**src/logic/gse_defs.vh**
```
// Register offsets, field positions and reset values for the status/event bank
`ifndef GSE_DEFS_VH
`define GSE_DEFS_VH

`define GSE_ADDR_W 8
`define GSE_OFF_STATUS 8'h85
`define GSE_OFF_CONTROL 8'h86
`define GSE_OFF_EVT_STS 8'h88
`define GSE_OFF_EVT_EN 8'h89
`define GSE_OFF_INPUTS 8'h8A

`define GSE_RST_BYTE 8'h00
`define GSE_ZERO_BYTE 8'h00

// Status register fields
`define GSE_ST_SEL_DET 7
`define GSE_ST_PRESENT 2
`define GSE_ST_DATA_ERR 1
`define GSE_ST_LOADING 0

// Control register fields
`define GSE_CT_OHCI_DIS 3
`define GSE_CT_GPO_I2C 2
`define GSE_CT_ARB_HI 1
`define GSE_CT_ARB_LO 0
`define GSE_CTRL_MASK 8'h0F

// Event fields
`define GSE_EV_POWER 7
`define GSE_EV_VPP 6
`define GSE_EV_MASK 8'hCF
`define GSE_IN_MASK 8'h0F

// Arbitration encodings
`define GSE_ARB_OHCI 2'h0
`define GSE_ARB_CARDBUS 2'h1

`endif

```
**src/logic/gse_edge_sync.v**
```verilog
// Two-stage synchroniser with level-change detection for the input pins
`default_nettype none

module gse_edge_sync #(
  parameter WIDTH = 4
) (
  // Clock and reset
  input wire clk,
  input wire rst_n,
  // Asynchronous pins
  input wire [WIDTH-1:0] pin_async,
  // Synchronised level and change pulse
  output reg [WIDTH-1:0] level_r,
  output wire [WIDTH-1:0] change
);

  reg [WIDTH-1:0] meta_r;
  reg [WIDTH-1:0] sync_r;
  reg primed_r;

  // The first stage feeds no logic; the second and third stages do
  always @(posedge clk or negedge rst_n) begin
    if (!rst_n) begin
      meta_r <= {WIDTH{1'b0}};
      sync_r <= {WIDTH{1'b0}};
      level_r <= {WIDTH{1'b0}};
      primed_r <= 1'b0;
    end else begin
      meta_r <= pin_async;
      sync_r <= meta_r;
      level_r <= sync_r;
      primed_r <= 1'b1;
    end
  end

  // Change masked only in the first cycle after reset, not for the whole pipeline fill
  assign change = primed_r ? (sync_r ^ level_r) : {WIDTH{1'b0}};

endmodule // gse_edge_sync

`default_nettype wire

```
**src/logic/gse_regs.v**
```verilog
// General status, control and event register bank
// Functional notes
// - Status bit 7 reports select pin working as configuration select input.
// - Status bits 6-3 and control bits 7-4 read zero.
// - eeprom_present set if serial clock sampled high at secondary reset.
// - eeprom_data_error set on EEPROM error; software writes one to clear.
// - eeprom_loading high while EEPROM engine loads subsystem identifier.
// - Only global reset returns marked bits to defaults.
// - ohci_disable makes the 1394 controller inaccessible and idle.
// - gpo_to_i2c routes output 0 to SDA and output 1 to SCL.
// - arb_priority: 00 1394, 01 CardBus, 10/11 fair round robin.
// - power_change_flag set on any socket VCC or VPP power change.
// - vpp_high_flag set when VPP request changes to or from 12 V.
// - Event bit n set on input n change while configured as input.
// - General event output when any enabled status bit is set.
// - Event status/enable bits 5-4 read zero, writes ignored.
// - Input register bits 3-0 follow general-purpose input levels.
// - Input register bits 7-4 read zero, writes ignored.
`default_nettype none
`include "gse_defs.vh"

module gse_regs #(
  parameter NUM_GPI = 4
) (
  // Clock and global reset
  input wire clk,
  input wire rst_n,
  // Secondary reset, active low, from the device's reset logic
  input wire secondary_reset_n,
  // Configuration register access
  input wire cfg_func0,
  input wire [`GSE_ADDR_W-1:0] cfg_addr,
  input wire cfg_wr,
  input wire cfg_rd,
  input wire [7:0] cfg_wdata,
  output reg [7:0] cfg_rdata_r,
  // EEPROM engine status
  input wire eeprom_scl_in,
  input wire eeprom_busy,
  input wire eeprom_err_pulse,
  // Pin configuration
  input wire select_pin_is_idsel,
  input wire [NUM_GPI-1:0] pin_is_gpi,
  input wire [NUM_GPI-1:0] gpi_pins,
  // Socket power change events
  input wire power_change_pulse,
  input wire vpp12_change_pulse,
  // General-purpose outputs from the output register
  input wire [1:0] gpo_low,
  // Steering outputs
  output reg ohci_disable_r,
  output reg [1:0] arb_priority_r,
  output reg gpo_to_i2c_r,
  output reg sda_out_r,
  output reg sda_oe_r,
  output reg scl_out_r,
  output reg scl_oe_r,
  output reg general_event_output_r
);

  // =========================================
  // Pin synchronisation
  // =========================================
  reg [2:0] pin_meta_r;
  reg [2:0] pin_sync_r;
  wire [NUM_GPI-1:0] gpi_level;
  wire [NUM_GPI-1:0] gpi_change;

  gse_edge_sync #(
    .WIDTH(NUM_GPI)
  ) u_sync (
    .clk(clk),
    .rst_n(rst_n),
    .pin_async(gpi_pins),
    .level_r(gpi_level),
    .change(gpi_change)
  );

  // SCL, secondary reset and select straps pass two stages
  always @(posedge clk or negedge rst_n) begin
    if (!rst_n) begin
      pin_meta_r <= 3'h0;
      pin_sync_r <= 3'h0;
    end else begin
      pin_meta_r <= {select_pin_is_idsel, secondary_reset_n, eeprom_scl_in};
      pin_sync_r <= pin_meta_r;
    end
  end

  wire scl_sync = pin_sync_r[0];
  wire sec_rst_active = ~pin_sync_r[1];
  wire sel_sync = pin_sync_r[2];

  // =========================================
  // Register state
  // =========================================
  reg sel_det_r;
  reg present_r;
  reg data_err_r;
  reg loading_r;
  reg [7:0] evt_sts_r;
  reg [7:0] evt_en_r;
  reg [7:0] evt_sts_nxt;
  reg [7:0] evt_set;

  function automatic hit;
    input [`GSE_ADDR_W-1:0] a;
    input [`GSE_ADDR_W-1:0] off;
    begin
      hit = (a == off);
    end
  endfunction

  wire wr_status = cfg_wr && cfg_func0 && hit(cfg_addr, `GSE_OFF_STATUS);
  wire wr_ctrl = cfg_wr && hit(cfg_addr, `GSE_OFF_CONTROL);
  wire wr_evt_sts = cfg_wr && hit(cfg_addr, `GSE_OFF_EVT_STS);
  wire wr_evt_en = cfg_wr && hit(cfg_addr, `GSE_OFF_EVT_EN);

  // =========================================
  // Event status next value
  // =========================================
  always @* begin
    evt_set = `GSE_ZERO_BYTE;
    evt_set[`GSE_EV_POWER] = power_change_pulse;
    evt_set[`GSE_EV_VPP] = vpp12_change_pulse;
    evt_set[NUM_GPI-1:0] = gpi_change & pin_is_gpi;
    evt_sts_nxt = evt_sts_r;
    if (wr_evt_sts) begin
      evt_sts_nxt = evt_sts_r & ~cfg_wdata;
    end
    evt_sts_nxt = (evt_sts_nxt | evt_set) & `GSE_EV_MASK;
  end

  // =========================================
  // Registers, cleared only by global reset
  // =========================================
  always @(posedge clk or negedge rst_n) begin
    if (!rst_n) begin
      sel_det_r <= 1'b0;
      present_r <= 1'b0;
      data_err_r <= 1'b0;
      loading_r <= 1'b0;
      ohci_disable_r <= 1'b0;
      gpo_to_i2c_r <= 1'b0;
      arb_priority_r <= `GSE_ARB_OHCI;
      evt_sts_r <= `GSE_RST_BYTE;
      evt_en_r <= `GSE_RST_BYTE;
    end else begin
      sel_det_r <= sel_sync;
      loading_r <= eeprom_busy;
      // Detect latched while secondary reset is held
      if (sec_rst_active) begin
        present_r <= scl_sync;
      end
      if (eeprom_err_pulse) begin
        data_err_r <= 1'b1;
      end else if (wr_status && cfg_wdata[`GSE_ST_DATA_ERR]) begin
        data_err_r <= 1'b0;
      end
      if (wr_ctrl) begin
        ohci_disable_r <= cfg_wdata[`GSE_CT_OHCI_DIS];
        gpo_to_i2c_r <= cfg_wdata[`GSE_CT_GPO_I2C];
        arb_priority_r <= cfg_wdata[`GSE_CT_ARB_HI:`GSE_CT_ARB_LO];
      end
      evt_sts_r <= evt_sts_nxt;
      if (wr_evt_en) begin
        evt_en_r <= cfg_wdata & `GSE_EV_MASK;
      end
    end
  end

  // =========================================
  // Outputs
  // =========================================
  always @(posedge clk or negedge rst_n) begin
    if (!rst_n) begin
      general_event_output_r <= 1'b0;
      sda_out_r <= 1'b0;
      sda_oe_r <= 1'b0;
      scl_out_r <= 1'b0;
      scl_oe_r <= 1'b0;
    end else begin
      general_event_output_r <= |(evt_sts_nxt & evt_en_r);
      sda_out_r <= gpo_low[0];
      scl_out_r <= gpo_low[1];
      sda_oe_r <= gpo_to_i2c_r;
      scl_oe_r <= gpo_to_i2c_r;
    end
  end

  // =========================================
  // Read data
  // =========================================
  reg [7:0] rd_mux;
  always @* begin
    rd_mux = `GSE_ZERO_BYTE;
    if (hit(cfg_addr, `GSE_OFF_STATUS)) begin
      rd_mux[`GSE_ST_SEL_DET] = sel_det_r;
      rd_mux[`GSE_ST_PRESENT] = present_r;
      rd_mux[`GSE_ST_DATA_ERR] = data_err_r;
      rd_mux[`GSE_ST_LOADING] = loading_r;
    end else if (hit(cfg_addr, `GSE_OFF_CONTROL)) begin
      rd_mux[`GSE_CT_OHCI_DIS] = ohci_disable_r;
      rd_mux[`GSE_CT_GPO_I2C] = gpo_to_i2c_r;
      rd_mux[`GSE_CT_ARB_HI:`GSE_CT_ARB_LO] = arb_priority_r;
    end else if (hit(cfg_addr, `GSE_OFF_EVT_STS)) begin
      rd_mux = evt_sts_r;
    end else if (hit(cfg_addr, `GSE_OFF_EVT_EN)) begin
      rd_mux = evt_en_r;
    end else if (hit(cfg_addr, `GSE_OFF_INPUTS)) begin
      rd_mux[NUM_GPI-1:0] = gpi_level;
    end
  end

  always @(posedge clk or negedge rst_n) begin
    if (!rst_n) begin
      cfg_rdata_r <= `GSE_ZERO_BYTE;
    end else if (cfg_rd) begin
      cfg_rdata_r <= rd_mux;
    end
  end

endmodule // gse_regs

`default_nettype wire

```
**config.mk**
```make
export PLATFORM = sky130hd
export DESIGN_NAME = gse_regs
export DESIGN_NICKNAME = d
export VERILOG_FILES = /design/src/logic/gse_edge_sync.v /design/src/logic/gse_regs.v
export VERILOG_INCLUDE_DIRS = /design/src /design/src/logic
export SDC_FILE = /design/constraint.sdc
export NUM_CORES = 1
export LEC_CHECK = 0
export ABC_AREA = 1
export BUFFER_PORTS_ARGS = -buffer_cell sky130_fd_sc_hd__buf_4
export CAP_MARGIN = 40
export CORE_ASPECT_RATIO = 0.75
export CORE_MARGIN = 2
export CORE_UTILIZATION = 34
export CTS_BUF_LIST = sky130_fd_sc_hd__clkbuf_16
export DETAILED_ROUTE_END_ITERATION = 12
export GPL_ROUTABILITY_DRIVEN = 0
export RECOVER_POWER = 50
export SLEW_MARGIN = 20
export SYNTH_ARGS = -nofsm -noshare
export SYNTH_HDL_FRONTEND = slang
export SYNTH_HIERARCHICAL = 1
export SYNTH_SLANG_ARGS = --single-unit
```
**constraint.sdc**
```tcl
create_clock -name clk -period 1 [get_ports clk]
set_input_delay 0 -clock clk [delete_from_list [all_inputs] [get_ports clk]]
set_output_delay 0 -clock clk [all_outputs]
set_load 0.05 [all_outputs]
```
# Yosys cells after proc, flatten, opt, wreduce, memory -nomap -nowiden
# Cells that the tools add are included.
dict set report totals {
  register_bits 51
  wordCells 52
}
dict set report op_classes {
  n_eq_ne 5
  muxes 13
  n_bitwise 6
  reduce_logical 8
}
# cell count
set ops {}
lappend ops {{== test 8 bit, second input constant} 5}
lappend ops {{two-way mux 4 bit} 7}
lappend ops {{AND 8 bit} 2}
lappend ops {{two-way mux 8 bit} 2}
lappend ops {{inverter 8 bit} 1}
lappend ops {{bitwise OR 8 bit} 1}
lappend ops {{OR reduction 8 bit} 1}
lappend ops {{logical AND 1 bit} 6}
lappend ops {{AND 4 bit} 1}
lappend ops {{bitwise XOR 4 bit} 1}
lappend ops {{two-way mux 1 bit} 3}
lappend ops {{two-way mux 3 bit} 1}
lappend ops {{nonzero test 2 bit} 1}

# Longest topological paths before layout
# Gate-level depths: netlist (run 1).
dict set report logic_depth {
  depth_word 6
  mapped_depth 11
  depth_no_buf 10
}

# Hierarchy
# The synthesis (run 1) kept the hierarchy.
# module n_inst cells_per_inst area_per_inst_um2
set modules_own_cells {}
lappend modules_own_cells {gse_regs 1 188 1609.0}
lappend modules_own_cells {gse_edge_sync 1 30 389.1}

# Least setup slack after synthesis (run 1)
# OpenSTA, ideal clock, no wires.
dict set report synth_path {
  path_type {reg-to-reg}
  startpoint {register ohci_disable_r}
  endpoint {register cfg_rdata_r[3]}
  setup_time_ns 0.118
  arrival_ns 0.944
  t_required_ns 0.882
  path_slack_ns -0.062
  path_stages_with_launch 4
  n_path_buf 0
  synth_period_minus_slack_ns 1.062
  path_cell_list {dfrtp_1 -> or2_0 -> nand3_1 -> nand2_1}
}
dict set report synth_between {
  elab_chain_len 2
}
# item line_no
set synth_lines {}
lappend synth_lines {{start: declaration} gse_regs.v:51} ;# output reg ohci_disable_r,
lappend synth_lines {{start signal: assignment} gse_regs.v:161} ;# ohci_disable_r <= cfg_wdata[`GSE_CT_OHCI_DIS];
lappend synth_lines {{two-way mux 4 bit} gse_regs.v:202} ;# end else if (hit(cfg_addr, `GSE_OFF_CONTROL)) begin
lappend synth_lines {{two-way mux 4 bit} gse_regs.v:197} ;# if (hit(cfg_addr, `GSE_OFF_STATUS)) begin
lappend synth_lines {{end signal: assignment} gse_regs.v:217} ;# cfg_rdata_r <= `GSE_ZERO_BYTE;
lappend synth_lines {{end signal: assignment} gse_regs.v:219} ;# cfg_rdata_r <= rd_mux;
lappend synth_lines {{end: declaration} gse_regs.v:36} ;# output reg [7:0] cfg_rdata_r,
# Every way passes these cells.
# A chain may end at the register's enable or synchronous reset.

# Worst setup path in the final report (run 1)
dict set report layout_path {
  startpoint {register evt_sts_r[6]}
  endpoint {register general_event_output_r}
}
dict set report layout_between {
  elab_chain_len 5
}
# item line_no
set layout_lines {}
lappend layout_lines {{start: declaration} gse_regs.v:101} ;# reg [7:0] evt_sts_r;
lappend layout_lines {{start signal: assignment} gse_regs.v:146} ;# evt_sts_r <= `GSE_RST_BYTE;
lappend layout_lines {{start signal: assignment} gse_regs.v:165} ;# evt_sts_r <= evt_sts_nxt;
lappend layout_lines {{AND 8 bit} gse_regs.v:129} ;# evt_sts_nxt = evt_sts_r & ~cfg_wdata;
lappend layout_lines {{two-way mux 8 bit (*)} gse_regs.v:128} ;# if (wr_evt_sts) begin
lappend layout_lines {{bitwise OR 8 bit (*)} gse_regs.v:131} ;# evt_sts_nxt = (evt_sts_nxt | evt_set) & `GSE_EV_MASK;
lappend layout_lines {{net evt_sts_nxt[6]} gse_regs.v:103} ;# reg [7:0] evt_sts_nxt;
lappend layout_lines {{AND 8 bit (*)} gse_regs.v:183} ;# general_event_output_r <= |(evt_sts_nxt & evt_en_r);
lappend layout_lines {{OR reduction 8 bit (*)} gse_regs.v:183}
lappend layout_lines {{end signal: assignment} gse_regs.v:183}
lappend layout_lines {{end: declaration} gse_regs.v:58} ;# output reg general_event_output_r
# The timed path passes the listed nets; every way through them passes the cells marked *.

==> results of run 1 <==
timing repair:
| item | in CTS | in global routing |
|---|---|---|
| gates resized for setup | 0 | 9 |
| setup buffers | 0 | 3 |
| endpoints found under the hold margin | 69 | 0 |
| hold buffers | 21 | 0 |
| pin swaps | 1 | 14 |
| endpoints found under the setup margin | 1 | 7 |
routing by layer:
metal	track usage (%)	vias to the layer above	wire [µm]
met1	21.7	810	2160
met5	0	-	0
li1	-	868	-
met4	3.65	0	29
met3	4.42	4	352
met2	24.1	56	2070
Yosys cell counts, drive strengths merged, types with 3 or more instances:
library cell / instances / area [µm²]
nand2: 55 / 211
nand4: 10 / 62.6
dfrtp: 49 / 1230
buf: 7 / 56.3
o211ai: 3 / 22.5
nor2: 29 / 111
a21oi: 5 / 32.5
inv: 24 / 90.1
nand3: 15 / 75.1
o21ai: 11 / 55.1
per-stage QoR:
stage	setup WS, ns	total power [µW]	hold WS, ns	std cells
floorplan	0.0102	2390	-0.296	219
global placement	-0.170	2650	-0.0692	356
detailed placement	-0.178	2660	-0.0704	356
CTS	-0.0748	4320	0.00477	385
global route	-0.176	4450	0.0342	387
finish	-0.0773	4260	0.00433	387
area by class of cell:
type | instances | area (µm²) | share of cell area, %
Tap cell | 78 | 97.6 | 3.31
Multi-Input combinational cell | 137 | 654 | 22.2
Sequential cell | 49 | 1230 | 41.7
Inverter | 24 | 90.1 | 3.06
Clock buffer | 5 | 125 | 4.24
Clock inverter | 3 | 15.0 | 0.509
Timing Repair Buffer | 91 | 737 | 25.0
flip-flops by register name, indices dropped and copies added (netlist names), 2 cells and up:
signal	count
u_sync/sync_r	4
evt_en_r	6
pin_sync_r	3
u_sync/level_r	4
arb_priority_r	2
evt_sts_r	6
cfg_rdata_r	6
pin_meta_r	3
u_sync/meta_r	4
worst max path at each step:
stage / slack (ns) / end
2_1_floorplan: 0.01 / cfg_rdata_r[0]
3_3_place_gp: -0.17 / cfg_rdata_r[3]
3_5_place_dp: -0.18 / general_event_output_r
4_1_cts: -0.07 / general_event_output_r
5_1_grt: -0.18 / general_event_output_r
6_report: -0.08 / general_event_output_r
report_power, final:
group / switching (µW) / internal, µW
Clock: 685 / 908
Combinational: 307 / 248
Sequential: 47.4 / 2070
Total: 1040 / 3230
tightest hold or removal path: stages:
cell and delay [ns]:
buf_4 0.12, inv_1 0.07, o21ai_1 0.06
cells by family after synthesis:
| logic type | count (synthesis) | share of synthesized area (%) |
|---|---|---|
| buf+inv | 33 | 7.70 |
| compound gates | 22 | 6.57 |
| flops | 49 | 61.4 |
| other cells | 2 | 0.376 |
| simple gates | 112 | 24.0 |
==> out/results.tsv, run 1 <==
metric	value	unit
synth_cells	218	
utilization	51.4	%
fp-row-count	24	
drtAntennaViolNets	0	
grt_pass1_wl	7880	µm
layout_commonest_cell	buf_4	
drive_gt1_share	31.1	%
power.density	1450	nW/µm²
synth_ff_type	dfrtp_1	
status	complete, but fails checks	
postPlaceCellArea	2570	µm²
final.setup.worst_slack	-0.0773	ns
crit_top_cell	nand2_1	
worst_pin_slew	0.599	ns
synth_seq_cells	49	
vias	1738	
reg2reg_from	evt_sts_r[6]	
antenna_found_initial	0	
fillCellCount	549	
criticalPathCategory	reg -> reg	
syn2layout_area_growth	47.5	%
wl_per_cell	11.9	µm
p_leak	0.00148	µW
crit_start	evt_sts_r[6]	
grt_overflow	0	
setup_viol	1	
grt_pass1_vias	1749	
hp-start	cfg_wdata[0]	
fin_skew	0.00334	ns
htree_levels	2	
clock-sinks	49	
arrival	1.25	ns
setup-tns-final	-0.0773	ns
dpl.hpwl	3380	µm
dieWidth	92.5	µm
grt_max_degree	24	
vdd_drop_max	1.11	mV
synth_seq_area_share	61.4	%
drt_iter0_drc	76	
clk_latency	0.28	ns
cts_buffer_depth	2	
core	5740	µm²
die-area	6510	µm²
syn_avg_cell_area	9.17	µm²
fin_crit	1.08	ns
r2r-end	general_event_output_r	
violations	negative setup slack	
clockRootBuffer	clkbuf_16	
viasPerCell	4.49	
mostFrequentLayoutCells	buf_4, nand2_1, dfrtp_1	
worstPathRequired	1.17	ns
grt_usage	15.6	%
cap_viol_max_count	0	
drt-total-wl	4610	µm
final_area	2950	µm²
slowest_delay	0.39	ns
drt-pass1-iter-count	4	
critPathBufInv	1	
maxSlewHeadroom	60.1	%
rsz0062_at_grt	true	
yosysWarnings	6	
drc	0	
async_reset_ff_share	100	%
port-buffer-count	50	
synth_edf_count	0	
n_antenna_cell	0	
cts_tree	done	
hold_viol_final	0	
layout.nets	346	
cp_slowest_cell	dfrtp_1	
holdPathStages	3	
fmax	0.928	GHz
hold_path_class	in -> reg	
synth_area	2000	µm²
period_share	108	%
numCtsBuffers	5	
min_to	arb_priority_r[0]	
die_h	70.4	µm
critPathMaxFanout	2	
reg2reg_depth	8	
cp-start-kind	flip-flop	
path_delay_family	simple AND/OR/NAND/NOR gates	
r2r_slack	-0.08	ns
path_clk_slew	0.06	ns
synth_cell_types	23	
finalMaxSlewViolations	0	
end_kind	flip-flop	
start_util	34.8	%
io_pins	55	
crit_cells	8	
crit_chain	inv_2 > nor2_1 > nand4_1 > nand3b_1 > nand2_1 > nand2_1 > nor2_1 > nand2_1	
No activity file was read; power rests on OpenSTA's default activity.
==> run 2: changes to the inputs <==
--- a/config.mk
+++ b/config.mk
@@ -9,12 +9,16 @@
 export ABC_AREA = 1
 export BUFFER_PORTS_ARGS = -buffer_cell sky130_fd_sc_hd__buf_4
 export CAP_MARGIN = 40
+export CELL_PAD_IN_SITES_DETAIL_PLACEMENT = 0
+export CELL_PAD_IN_SITES_GLOBAL_PLACEMENT = 1
 export CORE_ASPECT_RATIO = 0.75
 export CORE_MARGIN = 2
 export CORE_UTILIZATION = 34
 export CTS_BUF_LIST = sky130_fd_sc_hd__clkbuf_16
 export DETAILED_ROUTE_END_ITERATION = 12
 export GPL_ROUTABILITY_DRIVEN = 0
+export HOLD_SLACK_MARGIN = 0.05
+export PLACE_DENSITY_LB_ADDON = 0.1
 export RECOVER_POWER = 50
 export SLEW_MARGIN = 20
 export SYNTH_ARGS = -nofsm -noshare
==> run 2 against run 1 <==
Die area unchanged. Utilization rose by 1.5 points. First-iteration DRC count shrank 26%. Critical path depth down 1. Sequential cell count stayed put. Combinational power grew 5.0%. Sequential share of layout area is 1.2 points lower. Via count shrank 0.23%. Wire length up 1.9%. The run still ends with negative setup slack left. Clock power is 18% higher. Design area rose by 3.0%. Setup slack lost 0.010 ns.
==> out/results.tsv, run 2 (synthesis results as in run 1) <==
metric	value	unit
cp-start-kind	flip-flop	
drtAntennaViolNets	0	
sw_frac_of_total	23.3	%
wl_met2	2060	µm
p_int	3510	µW
mostFrequentLayoutCells	buf_4, nand2_1, dfrtp_1	
viasPerCell	4.42	
cts_tree	done	
dp.cells	356	
switchingPower	1070	µW
grt_pass1_wl	7870	µm
p_leak	0.00150	µW
fillCellCount	534	
dpl.hpwl	3550	µm
critPathMaxFanout	4	
drt-pass1-iter-count	4	
dieWidth	92.5	µm
finalMaxSlewViolations	0	
arrival	1.26	ns
hold_viol_final	0	
vias	1734	
drt-total-wl	4700	µm
layout_commonest_cell	buf_4	
report.power.total	4570	µW
numCtsBuffers	5	
clockRootBuffer	clkbuf_16	
wl_met3	191	µm
grt_overflow	0	
n_antenna_cell	0	
die_h	70.4	µm
antenna_found_initial	0	
criticalPathCategory	reg -> reg	
fin_cells	392	
start_util	34.8	%
setup_viol	4	
power_frac_seq	46.3	%
end_kind	flip-flop	
violations	negative setup slack	
rsz0062_at_grt	true	
status	complete, but fails checks	
port-buffer-count	50	
period_share	109	%
drc	0	
grt_max_degree	25	
power.density	1510	nW/µm²
htree_levels	2	
wl_per_cell	12.0	µm
final_area	3040	µm²
hold_path_class	in -> reg	
syn2layout_area_growth	51.9	%
p_comb_share	12.7	%
path_clk_slew	0.06	ns
worstPathRequired	1.18	ns
vdd_drop_max	0.856	mV
topRoutingLayerUsed	met4	
cts_buffer_depth	2	
holdWs	0.0469	ns
clk_latency	0.28	ns
power.share.clock	40.9	%
fin_skew	0.00245	ns
layout.nets	351	
drt_iter0_drc	56	
core	5740	µm²
grt_usage	15.5	%
clock-sinks	49	
die-area	6510	µm²
drive_gt1_share	33.8	%
fin_crit	1.09	ns
fp-row-count	24	
top_regs	cfg_rdata_r x6, evt_en_r x6, evt_sts_r x6	
postPlaceCellArea	2560	µm²
final.setup.worst_slack	-0.0875	ns
cap_viol_max_count	0	
io_pins	55	
grt_pass1_vias	1726	
drt-met1-wl	2400	µm
fmax	0.920	GHz
==> run 2: cell types whose count changed in the layout (fill, tap and decap cells not counted), sizes merged <==
cell	previous run	this run
buf	59	63
dlygate4sd3	21	22
bufinv	0	1
clkinv	0	1
inv	26	24
==> run 2: final timing paths <==
path / start / end / slack, ns / cells after the start
min in group asynchronous: rst_n / u_sync/level_r[2] / 0.20 / 2
worst max register to register: u_sync/primed_r / general_event_output_r / -0.09 / 7
worst min register to register: u_sync/meta_r[0] / u_sync/sync_r[0] / 0.35 / 0
max in group asynchronous: rst_n / cfg_rdata_r[7] / 0.23 / 3
worst min-delay path: cfg_wdata[1] / evt_en_r[1] / 0.05 / 3
worst max-delay path: u_sync/primed_r / general_event_output_r / -0.09 / 7
==> run 2: cell type report <==
| cell class | instances | area, µm² | area share [%] |
|---|---|---|---|
| multi-input combinational | 137 | 664 | 21.9 |
| clock buffer | 5 | 125 | 4.12 |
| timing repair buffer | 96 | 788 | 26.0 |
| clock inverter | 3 | 41.3 | 1.36 |
| inverter | 24 | 90.1 | 2.97 |
| sequential | 49 | 1230 | 40.5 |
| tap | 78 | 97.6 | 3.22 |
==> run 2: worst max-delay path, cell delays in order (launching register included) <==
cell	delay [ns]
dfrtp_1	0.43
buf_6	0.14
nand2_2	0.05
nor2_2	0.03
nand2_1	0.08
a21oi_2	0.06
nor2_2	0.12
nand2_1	0.06
==> run 2: stage by stage <==
step	setup WS [ns]	setup TNS [ns]	util, %
after floorplan	0.0102	0	-
after global placement	-0.297	-2.02	44.7
after detailed placement	-0.279	-2.00	44.7
after CTS	-0.102	-0.156	52.1
after global routing	-0.199	-0.416	52.9
final	-0.0875	-0.115	52.9
==> run 2: power groups by stage <==
stage / Clock (µW) / Sequential [µW] / Combinational (µW)
2_1_floorplan: 0 / 2230 / 156
3_3_place_gp: 0 / 2150 / 508
3_5_place_dp: 0 / 2160 / 506
4_1_cts: 1930 / 2120 / 586
5_1_grt: 2020 / 2130 / 639
6_report: 1870 / 2120 / 583
==> run 2: repair_timing <==
item | in CTS | in global routing
setup endpoints to repair | 1 | 5
cloned | 0 | 0
gates resized for setup | 1 | 15
pin swaps | 15 | 12
buffers inserted | 5 | 1
hold buffers | 22 | 0
endpoints found under the hold margin | 74 | 0
==> run 2: per-layer routing <==
metal / GRT usage [%] / vias to the layer above
met5: 0 / -
met4: 3.98 / 0
met3: 3.78 / 6
met2: 23.8 / 34
met1: 21.9 / 818
li1: - / 876
==> run 3: changes to the inputs <==
--- a/config.mk
+++ b/config.mk
@@ -6,7 +6,7 @@
 export SDC_FILE = /design/constraint.sdc
 export NUM_CORES = 1
 export LEC_CHECK = 0
-export ABC_AREA = 1
+export ABC_AREA = 0
 export BUFFER_PORTS_ARGS = -buffer_cell sky130_fd_sc_hd__buf_4
 export CAP_MARGIN = 40
 export CELL_PAD_IN_SITES_DETAIL_PLACEMENT = 0
@@ -23,5 +23,4 @@
 export SLEW_MARGIN = 20
 export SYNTH_ARGS = -nofsm -noshare
 export SYNTH_HDL_FRONTEND = slang
-export SYNTH_HIERARCHICAL = 1
 export SYNTH_SLANG_ARGS = --single-unit
==> run 3 against run 2 <==
The run ends with negative hold slack, negative setup slack left. Non-clock buffer count is the same. Synthesized cell count shrank 33%. Combinational power grew 15%.
==> out/results.tsv, run 3 <==
metric	value	unit
status	complete, but fails checks	
violations	negative hold slack, negative setup slack	
synth_ff_type	dfrtp_1	
criticalPathCategory	reg -> reg	
yosysWarnings	0	
grt_pass1_wl	8420	µm
hold_buffers	19	
async_reset_ff_share	100	%
vdd_drop_max	0.846	mV
start_util	34.6	%
layout.nets	279	
fin_crit	1.31	ns
utilization	54.1	%
fp-row-count	24	
fin_skew	0.00348	ns
fin_cells	320	
synth_top_area_share	62.0	%
holdWs	-0.0702	ns
fmax	0.764	GHz
synth_top_area_cell	dfrtp_1	
antenna_found_initial	0	
end_kind	flip-flop	
yosysMostFrequentCell	dfrtp_1	
drive_gt1_share	47.9	%
period_share	131	%
setup_viol	19	
cap_viol_max_count	0	
r2r-end	general_event_output_r	
grt_overflow	0	
grt_usage	17.0	%
synth_seq_area_share	62.0	%
maxSlewHeadroom	59.1	%
final.setup.worst_slack	-0.309	ns
drt-pass1-iter-count	4	
n_antenna_cell	0	
critPathMaxFanout	2	
layout_commonest_cell	buf_4	
clockRootBuffer	clkbuf_16	
drtAntennaViolNets	0	
cp-start-kind	flip-flop	
grt_pass1_vias	1647	
top_regs	cfg_rdata_r x6, evt_en_r x6, evt_sts_r x6	
rsz0062_at_grt	true	
dieWidth	92.1	µm
ys_top_cells_by_count	dfrtp_1, nor2_1, a21oi_1, a22oi_1, mux2_4	
setup-tns-final	-3.77	ns
reg2reg_from	u_sync.level_r[1]	
clk_latency	0.28	ns
viasPerCell	4.76	
grt_max_degree	50	
crit_end	general_event_output_r	
core	5710	µm²
port-buffer-count	50	
cts_tree	done	
numCtsBuffers	5	
syn2layout_area_growth	56.0	%
die-area	6450	µm²
reg2reg_depth	4	
drt-total-wl	4890	µm
htree_levels	2	
synth_cell_types	39	
synth_area	1980	µm²
synth_edf_count	0	
hold_path_class	in -> reg	
dp.cells	292	
worst_pin_slew	0.614	ns
syn_avg_cell_area	13.6	µm²
cts_buffer_depth	2	
mostFrequentLayoutCells	buf_4, dfrtp_1, dlygate4sd3_1	
synthTopCellsByArea	dfrtp_1, mux2_4, a22oi_1	
crit_start	u_sync.level_r[1]	
p_leak	0.00143	µW
synth_seq_cells	49	
hold_viol_final	1	
path_clk_slew	0.06	ns
die_h	70.0	µm
synth_cells	145	
wl_per_cell	15.3	µm
vias	1523	
worstPathRequired	1.16	ns
arrival	1.47	ns
dpl.hpwl	3500	µm
drt_iter0_drc	94	
clock-sinks	49	
finalMaxSlewViolations	0	
power.density	1610	nW/µm²
r2r_slack	-0.31	ns
io_pins	55	
drc	0	
==> run 3: changes by cell type after synthesis, sizes merged, moves of 4 or more <==
cell | before | now
a22oi | 0 | 6
xor2 | 0 | 4
nand2 | 55 | 3
inv | 24 | 5
mux2 | 0 | 12
nand4 | 10 | 5
a31oi | 0 | 4
nor2 | 29 | 9
nand3 | 15 | 1
o21ai | 11 | 2
==> run 3: report_power, final <==
part           switching (µW)  total (µW)  internal [µW]  leakage (µW)
Sequential               60.0        2140           2080      0.000582
Combinational             358         668            310      0.000757
Clock                     711        2150           1440     0.0000944
==> run 3: per-stage QoR <==
step | cell area (µm²) | setup WS, ns | power (µW)
3_3_place_gp | 2630 | -0.548 | 2770
4_1_cts | 3080 | -0.324 | 5040
6_report | 3080 | -0.309 | 4960
2_1_floorplan | 2020 | -0.441 | 2470
3_5_place_dp | 2630 | -0.588 | 2780
5_1_grt | 3080 | -0.417 | 5160
==> run 3: what timing repair did <==
action	in CTS	in global routing
endpoints found under the hold margin	78	5
pin swaps	14	7
resized for setup	16	4
setup endpoints to repair	19	20
setup buffers	3	1
==> run 3: worst min-delay path by stage <==
stage,from,endpoint,slack [ns],cells past startpoint
after floorplan,rst_n,arb_priority_r[0],-0.30,0
after global placement,rst_n,u_sync.meta_r[0],-0.01,2
after detailed placement,rst_n,u_sync.meta_r[0],-0.008,2
after CTS,vpp12_change_pulse,evt_sts_r[6],-0.08,2
after global routing,vpp12_change_pulse,evt_sts_r[6],-0.07,2
final,vpp12_change_pulse,evt_sts_r[6],-0.07,2
==> run 3: worst max-delay path: stages, from the launching register on <==
cell	delay, ns
dfrtp_1	0.38
xor2_1	0.17
a32o_2	0.28
a222oi_1	0.23
nand3_1	0.11
==> run 3: layout make-up <==
class,count,area (µm²)
Fill cell,526,2620
Clock buffer,5,125
Timing Repair Buffer,96,787
Tap cell,78,97.6
Inverter,5,18.8
Multi-Input combinational cell,84,761
Clock inverter,3,68.8
Sequential cell,49,1230
==> run 3: cells by family after synthesis <==
group / Yosys count / synth area share [%]
AOI/OAI and AO/OA: 28 / 10.2
muxes: 13 / 8.48
and+or+nand+nor: 36 / 13.7
DFF: 49 / 62.0
xor gates and xnor gates: 4 / 1.77
other: 2 / 0.380
buffers and inverters: 13 / 3.48
==> run 3: per-layer routing <==
layer | share of wire [%] | up-vias | global-route usage [%]
met3 | 7.0 | 5 | 3.99
met4 | 0.86 | 0 | 4.48
met5 | 0 | - | 0
met1 | 46 | 750 | 24.0
met2 | 46 | 50 | 26.6
li1 | - | 718 | -
